### config.mk
export PLATFORM = sky130hd
export DESIGN_NAME = prot_monitor
export DESIGN_NICKNAME = d
export VERILOG_FILES = /design/src/hdl/prot_pkg.sv /design/src/hdl/prot_monitor.sv
export SDC_FILE = /design/constraint.sdc
export NUM_CORES = 2
export LEC_CHECK = 0
export ABC_AREA = 1
export BUFFER_PORTS_ARGS = -buffer_cell sky130_fd_sc_hd__buf_2
export CAP_MARGIN = 20
export CORE_MARGIN = 2
export CORE_UTILIZATION = 60
export CTS_BUF_LIST = sky130_fd_sc_hd__clkbuf_4 sky130_fd_sc_hd__clkbuf_8
export DETAILED_ROUTE_END_ITERATION = 16
export PLACE_DENSITY = 0.78
export REMOVE_ABC_BUFFERS = 1
export SYNTH_ARGS = -nofsm -noshare
export SYNTH_HDL_FRONTEND = slang
export SYNTH_SLANG_ARGS = --single-unit
export TNS_END_PERCENT = 50
### constraint.sdc
create_clock -name CLK_IN -period 12.7 [get_ports CLK_IN]
set_input_delay 0.635 -clock CLK_IN [delete_from_list [all_inputs] [get_ports CLK_IN]]
set_output_delay 0.635 -clock CLK_IN [all_outputs]
set_load 0.01 [all_outputs]
### src/hdl/prot_pkg.sv
// constants for the battery protection monitor
//
// Behaviour
// - die temperature sampled each loop and readable by host.
// - die temperature over threshold may drop FETs and request shutdown.
// - a config bit picks thermistor or general analog input mode.
// - thermistor mode biases pin only during conversion, uses 1.8 V reference.
// - analog input mode keeps bias off and uses primary bandgap reference.
// - sense pin result is signed 16-bit count, full scale ref times 5/3.
// - raw readings corrected by writable offset and gain trim before reporting.
// - each protection has an enable and a separate FET-control select.
// - policies are auto recovery, host recovery, or alert only.
// - current faults come from comparators, others from converter or logic.
// - host watchdog expiry is a protection fault that can act on FETs.
// - FET drivers support series or parallel and PWM drive.
// - diagnostic failures may drive FET enables per configuration.
// - charge detector raw state readable; debounced toggle raises alert.
// - current fault drops discharge FET, charge per setting, retries after delay.
// - current latch stops automatic retries after configured attempt count.
// - open-wire test current enabled at periodic configured interval.
// - open-wire collapse faults the affected cell and the cell above.
// - shutdown holds FETs off, stops protections, measurements, clears registers; here this lasts one clock, as the shutdown bit is cleared too.
package prot_pkg;
  // register byte addresses
  localparam logic [7:0] ADDR_CTRL     = 8'h00;
  localparam logic [7:0] ADDR_PROT_EN  = 8'h04;
  localparam logic [7:0] ADDR_FET_SEL  = 8'h08;
  localparam logic [7:0] ADDR_POLICY   = 8'h0C;
  localparam logic [7:0] ADDR_TRIM     = 8'h10;
  localparam logic [7:0] ADDR_THRESH   = 8'h14;
  localparam logic [7:0] ADDR_TIMING   = 8'h18;
  localparam logic [7:0] ADDR_FAULT    = 8'h1C;
  localparam logic [7:0] ADDR_STATUS   = 8'h20;
  localparam logic [7:0] ADDR_TEMP     = 8'h24;
  localparam logic [7:0] ADDR_SENSE    = 8'h28;
  localparam logic [7:0] ADDR_CMD      = 8'h2C;
  localparam logic [7:0] ADDR_CELLFLT  = 8'h30;
  localparam logic [31:0] BAD_ADDR_DATA = 32'hDEADBEEF;

  // protection bit positions
  localparam int NPROT       = 8;
  localparam int P_OCC       = 0;
  localparam int P_OCD1      = 1;
  localparam int P_OCD2      = 2;
  localparam int P_SC        = 3;
  localparam int P_CELLV     = 4;
  localparam int P_DIE_OT    = 5;
  localparam int P_WDOG      = 6;
  localparam int P_DIAG      = 7;

  // control register fields
  localparam int C_TS_ANALOG = 0;
  localparam int C_PARALLEL  = 1;
  localparam int C_PWM_EN    = 2;
  localparam int C_CHG_ON_CUR = 3;
  localparam int C_OT_SHUT   = 4;
  localparam int C_DET_ALERT = 5;
  localparam int C_LATCH_EN  = 6;
  localparam int C_SHUTDOWN  = 7;

  // command register fields
  localparam int K_RECOVER   = 0;
  localparam int K_CLR_ALERT = 1;

  // policy codes per protection, two bits each
  localparam logic [1:0] POL_AUTO  = 2'h0;
  localparam logic [1:0] POL_HOST  = 2'h1;
  localparam logic [1:0] POL_ALERT = 2'h2;

  // reset values
  localparam logic [31:0] CTRL_RST    = 32'h00000008;
  localparam logic [31:0] PROT_EN_RST = 32'h000000FF;
  localparam logic [31:0] FET_SEL_RST = 32'h000000FF;
  localparam logic [31:0] TRIM_RST    = 32'h40000000; // gain 1.0, offset 0
  localparam logic [15:0] DIE_OT_RST  = 16'h0078;
  localparam int GAIN_SHIFT = 14;

  // timing defaults; debounce and bias counts in slow ticks
  localparam real CLK_NS       = 8.0;
  localparam real TICK_US      = 1000.0;
  localparam int  TICK_CYC     = int'(TICK_US * 1000.0 / CLK_NS);
  localparam logic [7:0] DEBOUNCE_TICKS = 8'h04;
  localparam logic [2:0] SENSE_BIAS_TICKS = 3'h2;
endpackage : prot_pkg

### src/hdl/prot_monitor.sv
// protection, temperature readout and FET control logic
//
// The implementer's own choices: the placing of the registers and the Avalon-MM slave port.
`timescale 1ns/10ps
module prot_monitor
  import prot_pkg::*;
#(
  parameter int TICK_CYCLES = TICK_CYC,
  parameter int NCELL       = 7
) (
  input  wire logic         CLK_IN,
  input  wire logic         RESET_IN,
  input  wire logic [7:0]   AVS_ADDRESS_IN,
  input  wire logic         AVS_READ_IN,
  input  wire logic         AVS_WRITE_IN,
  input  wire logic [31:0]  AVS_WRITEDATA_IN,
  input  wire logic [3:0]   AVS_BYTEENABLE_IN,
  output logic [31:0]       AVS_READDATA_OUT,
  output logic              AVS_WAITREQUEST_OUT,
  input  wire logic [3:0]   CUR_CMP_IN,
  input  wire logic [15:0]  ADC_RAW_IN,
  input  wire logic         ADC_VALID_IN,
  input  wire logic         ADC_IS_DIE_IN,
  input  wire logic         DIAG_FAIL_IN,
  input  wire logic [NCELL-1:0] CELL_UV_IN,
  input  wire logic         CHG_DET_IN,
  output logic              SENSE_BIAS_OUT,
  output logic              SENSE_REF_18_OUT,
  output logic              SENSE_CONVERT_OUT,
  output logic              OPEN_WIRE_EN_OUT,
  output logic              CHARGE_FET_GATE_OUT,
  output logic              DISCHARGE_FET_GATE_OUT,
  output logic              ALERT_OUT,
  output logic              SHUTDOWN_REQ_OUT
);

  initial begin
    if (TICK_CYCLES < 2 || NCELL < 2 || NCELL > 8)
      $error("prot_monitor: bad parameter");
  end

  // trim correction: offset then gain in 2.14 fixed point
  function automatic logic [15:0] trim_fn(input logic [15:0] raw,
                                          input logic [31:0] trim);
    logic signed [16:0] sum;
    logic signed [33:0] prod;
    sum  = 17'(signed'(raw)) + 17'(signed'(trim[15:0]));
    prod = 34'(sum) * 34'(signed'({1'b0, trim[31:16]}));
    return prod[GAIN_SHIFT+15:GAIN_SHIFT];
  endfunction : trim_fn

  typedef enum logic [1:0] {RUN, TRIPPED, WAIT_RETRY, LATCHED} cur_e;

  logic [31:0] ctrl_ff, prot_en_ff, fet_sel_ff, policy_ff, trim_ff;
  logic [31:0] thresh_ff, timing_ff;
  logic [NPROT-1:0] fault_ff;
  logic [NCELL-1:0] cell_flt_ff;
  logic [15:0] die_temp_ff, sense_ff;
  logic [31:0] tick_cnt_ff;
  logic        tick_ff;
  logic [15:0] wdog_cnt_ff;
  logic [15:0] retry_cnt_ff;
  logic [7:0]  retries_ff;
  logic [15:0] ow_cnt_ff;
  logic [7:0]  deb_cnt_ff;
  logic        det_deb_ff;
  logic [2:0]  bias_cnt_ff;
  logic [7:0]  pwm_cnt_ff;
  cur_e        cur_st_ff;
  logic        ack_ff;

  // bus decode
  wire logic req      = (AVS_READ_IN | AVS_WRITE_IN) & ~ack_ff;
  wire logic wr       = AVS_WRITE_IN & ~ack_ff;
  wire logic wr_ctrl  = wr && AVS_ADDRESS_IN == ADDR_CTRL;
  wire logic wr_cmd   = wr && AVS_ADDRESS_IN == ADDR_CMD;
  wire logic host_rec = wr_cmd & AVS_WRITEDATA_IN[K_RECOVER];
  wire logic shut     = ctrl_ff[C_SHUTDOWN];
  wire logic [31:0] be_mask = {{8{AVS_BYTEENABLE_IN[3]}},
                               {8{AVS_BYTEENABLE_IN[2]}},
                               {8{AVS_BYTEENABLE_IN[1]}},
                               {8{AVS_BYTEENABLE_IN[0]}}};

  // fault sources
  wire logic [NPROT-1:0] raw_flt;
  assign raw_flt[P_OCC]    = CUR_CMP_IN[0];
  assign raw_flt[P_OCD1]   = CUR_CMP_IN[1];
  assign raw_flt[P_OCD2]   = CUR_CMP_IN[2];
  assign raw_flt[P_SC]     = CUR_CMP_IN[3];
  assign raw_flt[P_CELLV]  = |cell_flt_ff;
  assign raw_flt[P_DIE_OT] = die_temp_ff > thresh_ff[15:0];
  assign raw_flt[P_WDOG]   = wdog_cnt_ff == 16'h0000 &&
                             timing_ff[31:24] != 8'h00;
  assign raw_flt[P_DIAG]   = DIAG_FAIL_IN;
  wire logic [NPROT-1:0] new_flt = raw_flt & prot_en_ff[NPROT-1:0];

  // fault acts on FETs only when selected and policy is not alert-only
  wire logic [NPROT-1:0] acts;
  genvar gi;
  for (gi = 0; gi < NPROT; gi++) begin : g_act
    assign acts[gi] = fault_ff[gi] & fet_sel_ff[gi] &
                      (policy_ff[2*gi +: 2] != POL_ALERT);
  end
  wire logic cur_act  = |acts[P_SC:P_OCC];
  wire logic volt_act = |acts[NPROT-1:P_CELLV];

  // auto-recoverable faults other than current faults clear when the cause is gone
  wire logic [NPROT-1:0] auto_clr;
  for (gi = 0; gi < NPROT; gi++) begin : g_clr
    assign auto_clr[gi] = policy_ff[2*gi +: 2] == POL_AUTO && gi > P_SC &&
                          !raw_flt[gi];
  end

  // open wire collapse flags this cell and the one above
  wire logic [NCELL-1:0] cell_hit;
  assign cell_hit = CELL_UV_IN | (NCELL'(CELL_UV_IN) << 1);

  wire logic pwm_on = pwm_cnt_ff < timing_ff[23:16];
  wire logic ow_due = ow_cnt_ff == 16'h0000;
  wire logic det_ch = CHG_DET_IN != det_deb_ff;

  // slow tick from the system clock
  always_ff @(posedge CLK_IN) begin
    if (RESET_IN || tick_cnt_ff == 32'(TICK_CYCLES - 1)) begin
      tick_cnt_ff <= 32'h00000000;
    end else begin
      tick_cnt_ff <= tick_cnt_ff + 32'h00000001;
    end
    tick_ff <= !RESET_IN && tick_cnt_ff == 32'(TICK_CYCLES - 1);
  end

  // avalon slave: one wait state, answer on second edge
  always_ff @(posedge CLK_IN) begin
    if (RESET_IN) begin
      ack_ff <= 1'b0;
    end else begin
      ack_ff <= req;
    end
  end

  // register writes; shutdown wipes settings
  always_ff @(posedge CLK_IN) begin
    if (RESET_IN || shut) begin
      ctrl_ff    <= CTRL_RST;
      prot_en_ff <= PROT_EN_RST;
      fet_sel_ff <= FET_SEL_RST;
      policy_ff  <= 32'h00000000;
      trim_ff    <= TRIM_RST;
      thresh_ff  <= {16'h0000, DIE_OT_RST};
      timing_ff  <= 32'h80FF1010;
    end else if (wr) begin
      if (wr_ctrl)
        ctrl_ff <= (ctrl_ff & ~be_mask) | (AVS_WRITEDATA_IN & be_mask);
      if (AVS_ADDRESS_IN == ADDR_PROT_EN)
        prot_en_ff <= (prot_en_ff & ~be_mask) | (AVS_WRITEDATA_IN & be_mask);
      if (AVS_ADDRESS_IN == ADDR_FET_SEL)
        fet_sel_ff <= (fet_sel_ff & ~be_mask) | (AVS_WRITEDATA_IN & be_mask);
      if (AVS_ADDRESS_IN == ADDR_POLICY)
        policy_ff <= (policy_ff & ~be_mask) | (AVS_WRITEDATA_IN & be_mask);
      if (AVS_ADDRESS_IN == ADDR_TRIM)
        trim_ff <= (trim_ff & ~be_mask) | (AVS_WRITEDATA_IN & be_mask);
      if (AVS_ADDRESS_IN == ADDR_THRESH)
        thresh_ff <= (thresh_ff & ~be_mask) | (AVS_WRITEDATA_IN & be_mask);
      if (AVS_ADDRESS_IN == ADDR_TIMING)
        timing_ff <= (timing_ff & ~be_mask) | (AVS_WRITEDATA_IN & be_mask);
    end
  end

  // host watchdog, reloaded by every bus transaction
  always_ff @(posedge CLK_IN) begin
    if (RESET_IN || shut || req) begin
      wdog_cnt_ff <= {8'h00, timing_ff[31:24]};
    end else if (tick_ff && wdog_cnt_ff != 16'h0000) begin
      wdog_cnt_ff <= wdog_cnt_ff - 16'h0001;
    end
  end

  // fault flags: set wins over host clear
  always_ff @(posedge CLK_IN) begin
    if (RESET_IN || shut) begin
      fault_ff    <= '0;
      cell_flt_ff <= '0;
    end else begin
      fault_ff <= (fault_ff & ~auto_clr &
                   ~(host_rec ? {NPROT{1'b1}} : {NPROT{1'b0}})) | new_flt;
      cell_flt_ff <= (cell_flt_ff & ~(host_rec ? cell_hit | ~cell_hit
                                                : {NCELL{1'b0}}))
                     | cell_hit;
    end
  end

  // sense and die measurement with trim and bias windows
  always_ff @(posedge CLK_IN) begin
    if (RESET_IN || shut) begin
      die_temp_ff <= 16'h0000;
      sense_ff    <= 16'h0000;
      bias_cnt_ff <= 3'h0;
    end else begin
      if (ADC_VALID_IN && ADC_IS_DIE_IN)
        die_temp_ff <= trim_fn(ADC_RAW_IN, trim_ff);
      if (ADC_VALID_IN && !ADC_IS_DIE_IN)
        sense_ff <= trim_fn(ADC_RAW_IN, trim_ff);
      if (tick_ff && bias_cnt_ff == 3'h0)
        bias_cnt_ff <= SENSE_BIAS_TICKS;
      else if (tick_ff)
        bias_cnt_ff <= bias_cnt_ff - 3'h1;
    end
  end

  // conversion window outputs for the sense pin
  always_ff @(posedge CLK_IN) begin
    if (RESET_IN || shut) begin
      SENSE_CONVERT_OUT <= 1'b0;
      SENSE_BIAS_OUT    <= 1'b0;
      SENSE_REF_18_OUT  <= 1'b1;
    end else begin
      SENSE_CONVERT_OUT <= bias_cnt_ff == 3'h1;
      SENSE_BIAS_OUT    <= bias_cnt_ff == 3'h1 &&
                           !ctrl_ff[C_TS_ANALOG];
      SENSE_REF_18_OUT  <= !ctrl_ff[C_TS_ANALOG];
    end
  end

  // current fault recovery with retry latch
  always_ff @(posedge CLK_IN) begin
    if (RESET_IN || shut) begin
      cur_st_ff    <= RUN;
      retry_cnt_ff <= 16'h0000;
      retries_ff   <= 8'h00;
    end else begin
      unique case (cur_st_ff)
        RUN: if (cur_act) cur_st_ff <= TRIPPED;
        TRIPPED: begin
          retry_cnt_ff <= {8'h00, timing_ff[7:0]};
          if (ctrl_ff[C_LATCH_EN] && retries_ff >= timing_ff[15:8])
            cur_st_ff <= LATCHED;
          else if (policy_ff[1:0] == POL_AUTO)
            cur_st_ff <= WAIT_RETRY;
        end
        WAIT_RETRY: begin
          if (tick_ff && retry_cnt_ff != 16'h0000)
            retry_cnt_ff <= retry_cnt_ff - 16'h0001;
          if (retry_cnt_ff == 16'h0000) begin
            retries_ff <= retries_ff + 8'h01;
            cur_st_ff  <= RUN;
          end
        end
        LATCHED: ;
      endcase
      if (host_rec) begin
        cur_st_ff  <= RUN;
        retries_ff <= 8'h00;
      end
    end
  end

  // open wire pacing and detector debounce
  always_ff @(posedge CLK_IN) begin
    if (RESET_IN || shut) begin
      ow_cnt_ff        <= 16'h0000;
      OPEN_WIRE_EN_OUT <= 1'b0;
      deb_cnt_ff       <= 8'h00;
      det_deb_ff       <= 1'b0;
      pwm_cnt_ff       <= 8'h00;
    end else begin
      pwm_cnt_ff <= pwm_cnt_ff + 8'h01;
      // reload with interval minus one so pulses are interval ticks apart
      if (tick_ff && ow_due && thresh_ff[31:24] != 8'h00)
        ow_cnt_ff <= {8'h00, thresh_ff[31:24]} - 16'h0001;
      else if (tick_ff && !ow_due)
        ow_cnt_ff <= ow_cnt_ff - 16'h0001;
      OPEN_WIRE_EN_OUT <= tick_ff && ow_due && thresh_ff[31:24] != 8'h00;
      if (!det_ch)
        deb_cnt_ff <= 8'h00;
      else if (tick_ff)
        deb_cnt_ff <= deb_cnt_ff + 8'h01;
      if (det_ch && deb_cnt_ff >= DEBOUNCE_TICKS) begin
        det_deb_ff <= CHG_DET_IN;
        deb_cnt_ff <= 8'h00;
      end
    end
  end

  // FET gates, alert and shutdown request
  always_ff @(posedge CLK_IN) begin
    if (RESET_IN || shut) begin
      CHARGE_FET_GATE_OUT    <= 1'b0;
      DISCHARGE_FET_GATE_OUT <= 1'b0;
      ALERT_OUT              <= 1'b0;
      SHUTDOWN_REQ_OUT       <= shut;
    end else begin
      DISCHARGE_FET_GATE_OUT <= cur_st_ff == RUN && !volt_act &&
                                (!ctrl_ff[C_PWM_EN] || pwm_on);
      CHARGE_FET_GATE_OUT <= !volt_act &&
        (cur_st_ff == RUN || !ctrl_ff[C_CHG_ON_CUR]) &&
        (ctrl_ff[C_PARALLEL] || cur_st_ff == RUN) &&
        (!ctrl_ff[C_PWM_EN] || pwm_on);
      if (|fault_ff || (ctrl_ff[C_DET_ALERT] && det_ch &&
                        deb_cnt_ff >= DEBOUNCE_TICKS))
        ALERT_OUT <= 1'b1;
      else if (wr_cmd && AVS_WRITEDATA_IN[K_CLR_ALERT])
        ALERT_OUT <= 1'b0;
      SHUTDOWN_REQ_OUT <= fault_ff[P_DIE_OT] && ctrl_ff[C_OT_SHUT];
    end
  end

  // read data mux
  always_ff @(posedge CLK_IN) begin
    if (RESET_IN) begin
      AVS_READDATA_OUT <= 32'h00000000;
    end else if (AVS_READ_IN && !ack_ff) begin
      unique case (AVS_ADDRESS_IN)
        ADDR_CTRL:    AVS_READDATA_OUT <= ctrl_ff;
        ADDR_PROT_EN: AVS_READDATA_OUT <= prot_en_ff;
        ADDR_FET_SEL: AVS_READDATA_OUT <= fet_sel_ff;
        ADDR_POLICY:  AVS_READDATA_OUT <= policy_ff;
        ADDR_TRIM:    AVS_READDATA_OUT <= trim_ff;
        ADDR_THRESH:  AVS_READDATA_OUT <= thresh_ff;
        ADDR_TIMING:  AVS_READDATA_OUT <= timing_ff;
        ADDR_FAULT:   AVS_READDATA_OUT <= {24'h000000, fault_ff};
        ADDR_STATUS:  AVS_READDATA_OUT <= {16'h0000, retries_ff, 3'h0,
                        det_deb_ff, CHG_DET_IN, ALERT_OUT,
                        2'(cur_st_ff)};
        ADDR_TEMP:    AVS_READDATA_OUT <= {16'h0000, die_temp_ff};
        ADDR_SENSE:   AVS_READDATA_OUT <= {16'h0000, sense_ff};
        ADDR_CELLFLT: AVS_READDATA_OUT <= 32'(cell_flt_ff);
        default:      AVS_READDATA_OUT <= BAD_ADDR_DATA;
      endcase
    end
  end

  // waitrequest high until the answer edge
  always_ff @(posedge CLK_IN) begin
    if (RESET_IN) begin
      AVS_WAITREQUEST_OUT <= 1'b1;
    end else begin
      AVS_WAITREQUEST_OUT <= !req;
    end
  end

endmodule : prot_monitor

==> parameters.txt <==
Parameter                              Value

Pwr
  Net switching power of the design    between 0.9 and 1 mW
  Clock share of power    0.429
  Gate power share    0.129
  Switching share of power    0.287
  Power density relative to cell area    ~100 nW/µm²
  Internal power component    2.29 mW
  Maximum VDD drop    0.107 mV
  Proportion of power drawn by flip-flops and latches    0.442
  Leakage    between 10 and 15 nW
  Total power of the final layout    3.21 mW

Critical path
  Largest stage delay, worst path    around 700 ps
  Terminus of the critical flop-to-flop path    die_temp_ff[12]
  Crit Path Max Fanout    9
  Highest-delay cell along the critical path    xnor2_1
  Endpoint type of the worst setup path    flip-flop
  Critical path class    reg -> reg
  Arrival time reported for the critical path endpoint    8720 ps
  Most frequent cell on the critical path    inv_1
  Required time worst endpoint    between 10000 and 15000 ps
  Startpoint kind of the worst setup timing path    flip-flop
  Worst setup slack for register-to-register paths    4590 ps
  Depth of the most critical reg-to-reg path    32

Synth
  Combinational family with the most area after synthesis    adder cells
  Share of synthesized cell area in and, or, nand and nor gates    0.185
  Number of library cell types mapped by synthesis    58
  Post-synth top flop    dfxtp_1
  Register area share after synthesis    0.288
  Share of the synthesized area in compound gates (AO/OA/AOI/OAI)    0.169
  Post-synth design cell area    around 30000 µm²
  Number of flops mapped to enable cells by yosys    8
  Share of cell area taken by muxes after synthesis    0.000337
  Synthesized area per cell    between 7 and 8 µm²
  Seq cells post-synth    around 420
  Post-Synth XOR/XNOR Area    0.0150
  Synth Instances    3950
  Adder-cell share of the synthesized area    0.222
  Synth Warn #    0
  Async set-or-reset flop fraction in the synthesized netlist    0

Timing
  Count of final max-slew check failures    0
  Worst path setup slack after routing    ~4600 ps
  RSZ-0062 raised after global routing    false
  Number of failing setup endpoints in the final timing report    0
  Final setup skew    about 38 ps
  Setup_tns    0 ps
  Max Fclk    ~0.12 GHz
  Final worst path period share    0.638
  Max transition margin    0.258
  Number of hold violations in the final report    0
  Period minus WS final    between 8000 and 9000 ps
  Hold_ws    approximately 190 ps
  Slew at the pin closest to its max-slew limit    roughly 1100 ps

Floorplan
  Die boundary width    approximately 230 µm
  Total Die Area    roughly 51000 µm²
  IO Count    120
  Placeable core region    between 40000 and 50000 µm²
  Placement Rows    81
  Die height    about 230 µm
  Starting density of the core    0.608

Clock network
  CTS H-tree lvls    3
  Longest Clk Path Bufs    3
  Register clock-pin slew on the reported worst setup and hold paths    roughly 60 ps
  Count of cells resized by post-cts repair    0
  Number of post-CTS setup repair buffers    0
  Clock tree from TritonCTS    yes
  Cts-stage hold buffer count    0
  Count of clock tree sinks    424
  Root Driver    clkbuf_8
  Later-pin clock latency in the skew report    690 ps
  TritonCTS Buffers    74

Global route
  Congestion Overflow GR    0
  First-pass GRT wire length    ~140 mm
  Number of global-route vias before repair    26.4k
  GRT Total Usage    0.358
  Largest net degree at the start of global routing    between 150 and 200
  Number of antenna violations at the first check in global routing    1

Flow run
  Max Cap Viol    0

Final layout
  Fill cells    roughly 4.3k
  NumNets Final    ~4.5k
  Area grow syn2layout    9.26%
  Fraction of layout cells with a size suffix above 1    0.0886
  Core utilization of the finished layout    0.664

Placement
  PortBufs    119
  Final weighted congestion in routability-driven placement    0.982
  Pre-CTS WS    ~4300 ps
  Placed wire-length estimate after detailed placement    roughly 69 mm

Routing
  Average wire per cell in the routed design    between 15 and 20 µm
  Detailed Route Iter0 Violations    2589
  Post-detailed-routing wire length    roughly 91 mm
  Number of iterations in the first detailed-routing pass    6
  DR vias/cell    approximately 5.8
  DRC violations left    0
  ANT nets after route    0
  Via count    roughly 27k

Hold path
  Terminating pin of the worst hold path    cell_flt_ff[0]
  Hold_sp    CELL_UV_IN[0]
  Cell count of the worst hold path    3
  Class of the worst hold path    in -> reg

Status
  Outcome    completed
## layout by cell type (no fill, tap or decap), types with 10 or more instances in the layout
cell type  instances
o21ai_0          269
nand3_1          155
clkbuf_4          22
nor2_1           315
o211ai_1          58
a41oi_1           13
nor2_2            15
inv_1            777
or2_2             15
a31oi_1           22
o21ai_1           17
fa_1             245
inv_2             19
dfxtp_1          416
xnor2_1           20
clkbuf_8          94
nor3_1            45
xor2_1            31
nor4_1            30
buf_2            119
buf_4             23
o22ai_1           56
nand4_1           33
a21oi_1          347
clkinv_2          11
a221oi_1          43
nand2_1          612
a211oi_1          10
ha_1             136
## synth_stat cells (7+ instances only)
cell	n	area share
clkinv_1	8	0.0010
a41oi_1	13	0.0038
inv_2	19	0.0024
o31ai_1	9	0.0023
nor3b_1	7	0.0018
buf_2	23	0.0039
clkbuf_1	108	0.014
inv_1	778	0.098
nand2_2	8	0.0017
xor2_1	31	0.0091
xnor2_1	20	0.0059
o22ai_1	56	0.012
nor3_1	45	0.0076
nand2_1	612	0.077
nand3_1	155	0.026
ha_1	136	0.057
nor2_2	14	0.0029
o21a_1	9	0.0023
nor2_4	7	0.0027
or2_2	15	0.0032
nor4_1	30	0.0063
a211oi_1	10	0.0025
o21ai_1	17	0.0029
o21ai_0	269	0.045
a21oi_1	347	0.058
o211ai_1	58	0.015
a221oi_1	43	0.013
fa_1	245	0.16
dfxtp_1	416	0.28
nand4_1	33	0.0069
nor2_1	317	0.040
a31oi_1	22	0.0046
edfxtp_1	8	0.0081
nor3_2	7	0.0024
## power by group through the flow
stage / Combinational (mW) / Sequential, mW / Clock, mW
CTS: 0.406 / 1.42 / 1.39
global route: 0.459 / 1.42 / 1.44
global placement: 0.397 / 1.45 / 0
floorplan: 0.270 / 1.44 / 0
detailed placement: 0.404 / 1.45 / 0
finish: 0.415 / 1.42 / 1.38
## how the worst max path moves through the flow
stage	startpoint	to	slack [ps]
after floorplan	RESET_IN	retry_cnt_ff[9]	1870
after global placement	ADC_RAW_IN[0]	die_temp_ff[12]	4470
after detailed placement	ADC_RAW_IN[0]	die_temp_ff[12]	4300
after CTS	flip-flop	die_temp_ff[12]	4630
after global routing	flip-flop	sense_ff[12]	4030
final	flip-flop	die_temp_ff[12]	4590
## routing by layer
metal / vias to the layer above / share of wire / GRT usage
met2: 1323 / 0.45 / 0.566
met4: 0 / 0.055 / 0.184
met5: - / 0 / 0
met3: 303 / 0.10 / 0.0903
met1: 12900 / 0.39 / 0.455
li1: 12900 / - / -
## area by class of cell
type / count / area (µm²) / area share
Sequential cell: 424 / 8570 / 0.264
Multi-Input combinational cell: 2590 / 17600 / 0.543
Inverter: 805 / 3020 / 0.0930
Antenna cell: 2 / 5.00 / 0.000154
Clock buffer: 116 / 1460 / 0.0449
Timing Repair Buffer: 143 / 788 / 0.0243
Tap cell: 664 / 831 / 0.0256
Clock inverter: 19 / 189 / 0.00581
## worst max-delay path, delay by kind of cell, from the launching register on
family | cells | cell delay [ps]
buffers and inverters | 8 | 850
and+or+nand+nor | 8 | 1010
AOI/OAI and AO/OA | 6 | 1090
xor gates and xnor gates | 1 | 720
DFF | 1 | 440
adders and majority gates | 9 | 3920
## cells by family after synthesis
family	after synthesis
AOI/OAI and AO/OA	882
xor gates and xnor gates	51
adders and majority gates	381
buffers and inverters	940
DFF	424
muxes	1
other	1
and+or+nand+nor	1270
## metrics by stage
step | cell area (µm²) | cells
floorplan | 29200 | 3819
global placement | 30800 | 4625
detailed placement | 30800 | 4625
CTS | 32500 | 4760
global route | 32500 | 4761
finish | 32500 | 4763
Power figures use the tool's default switching activity.
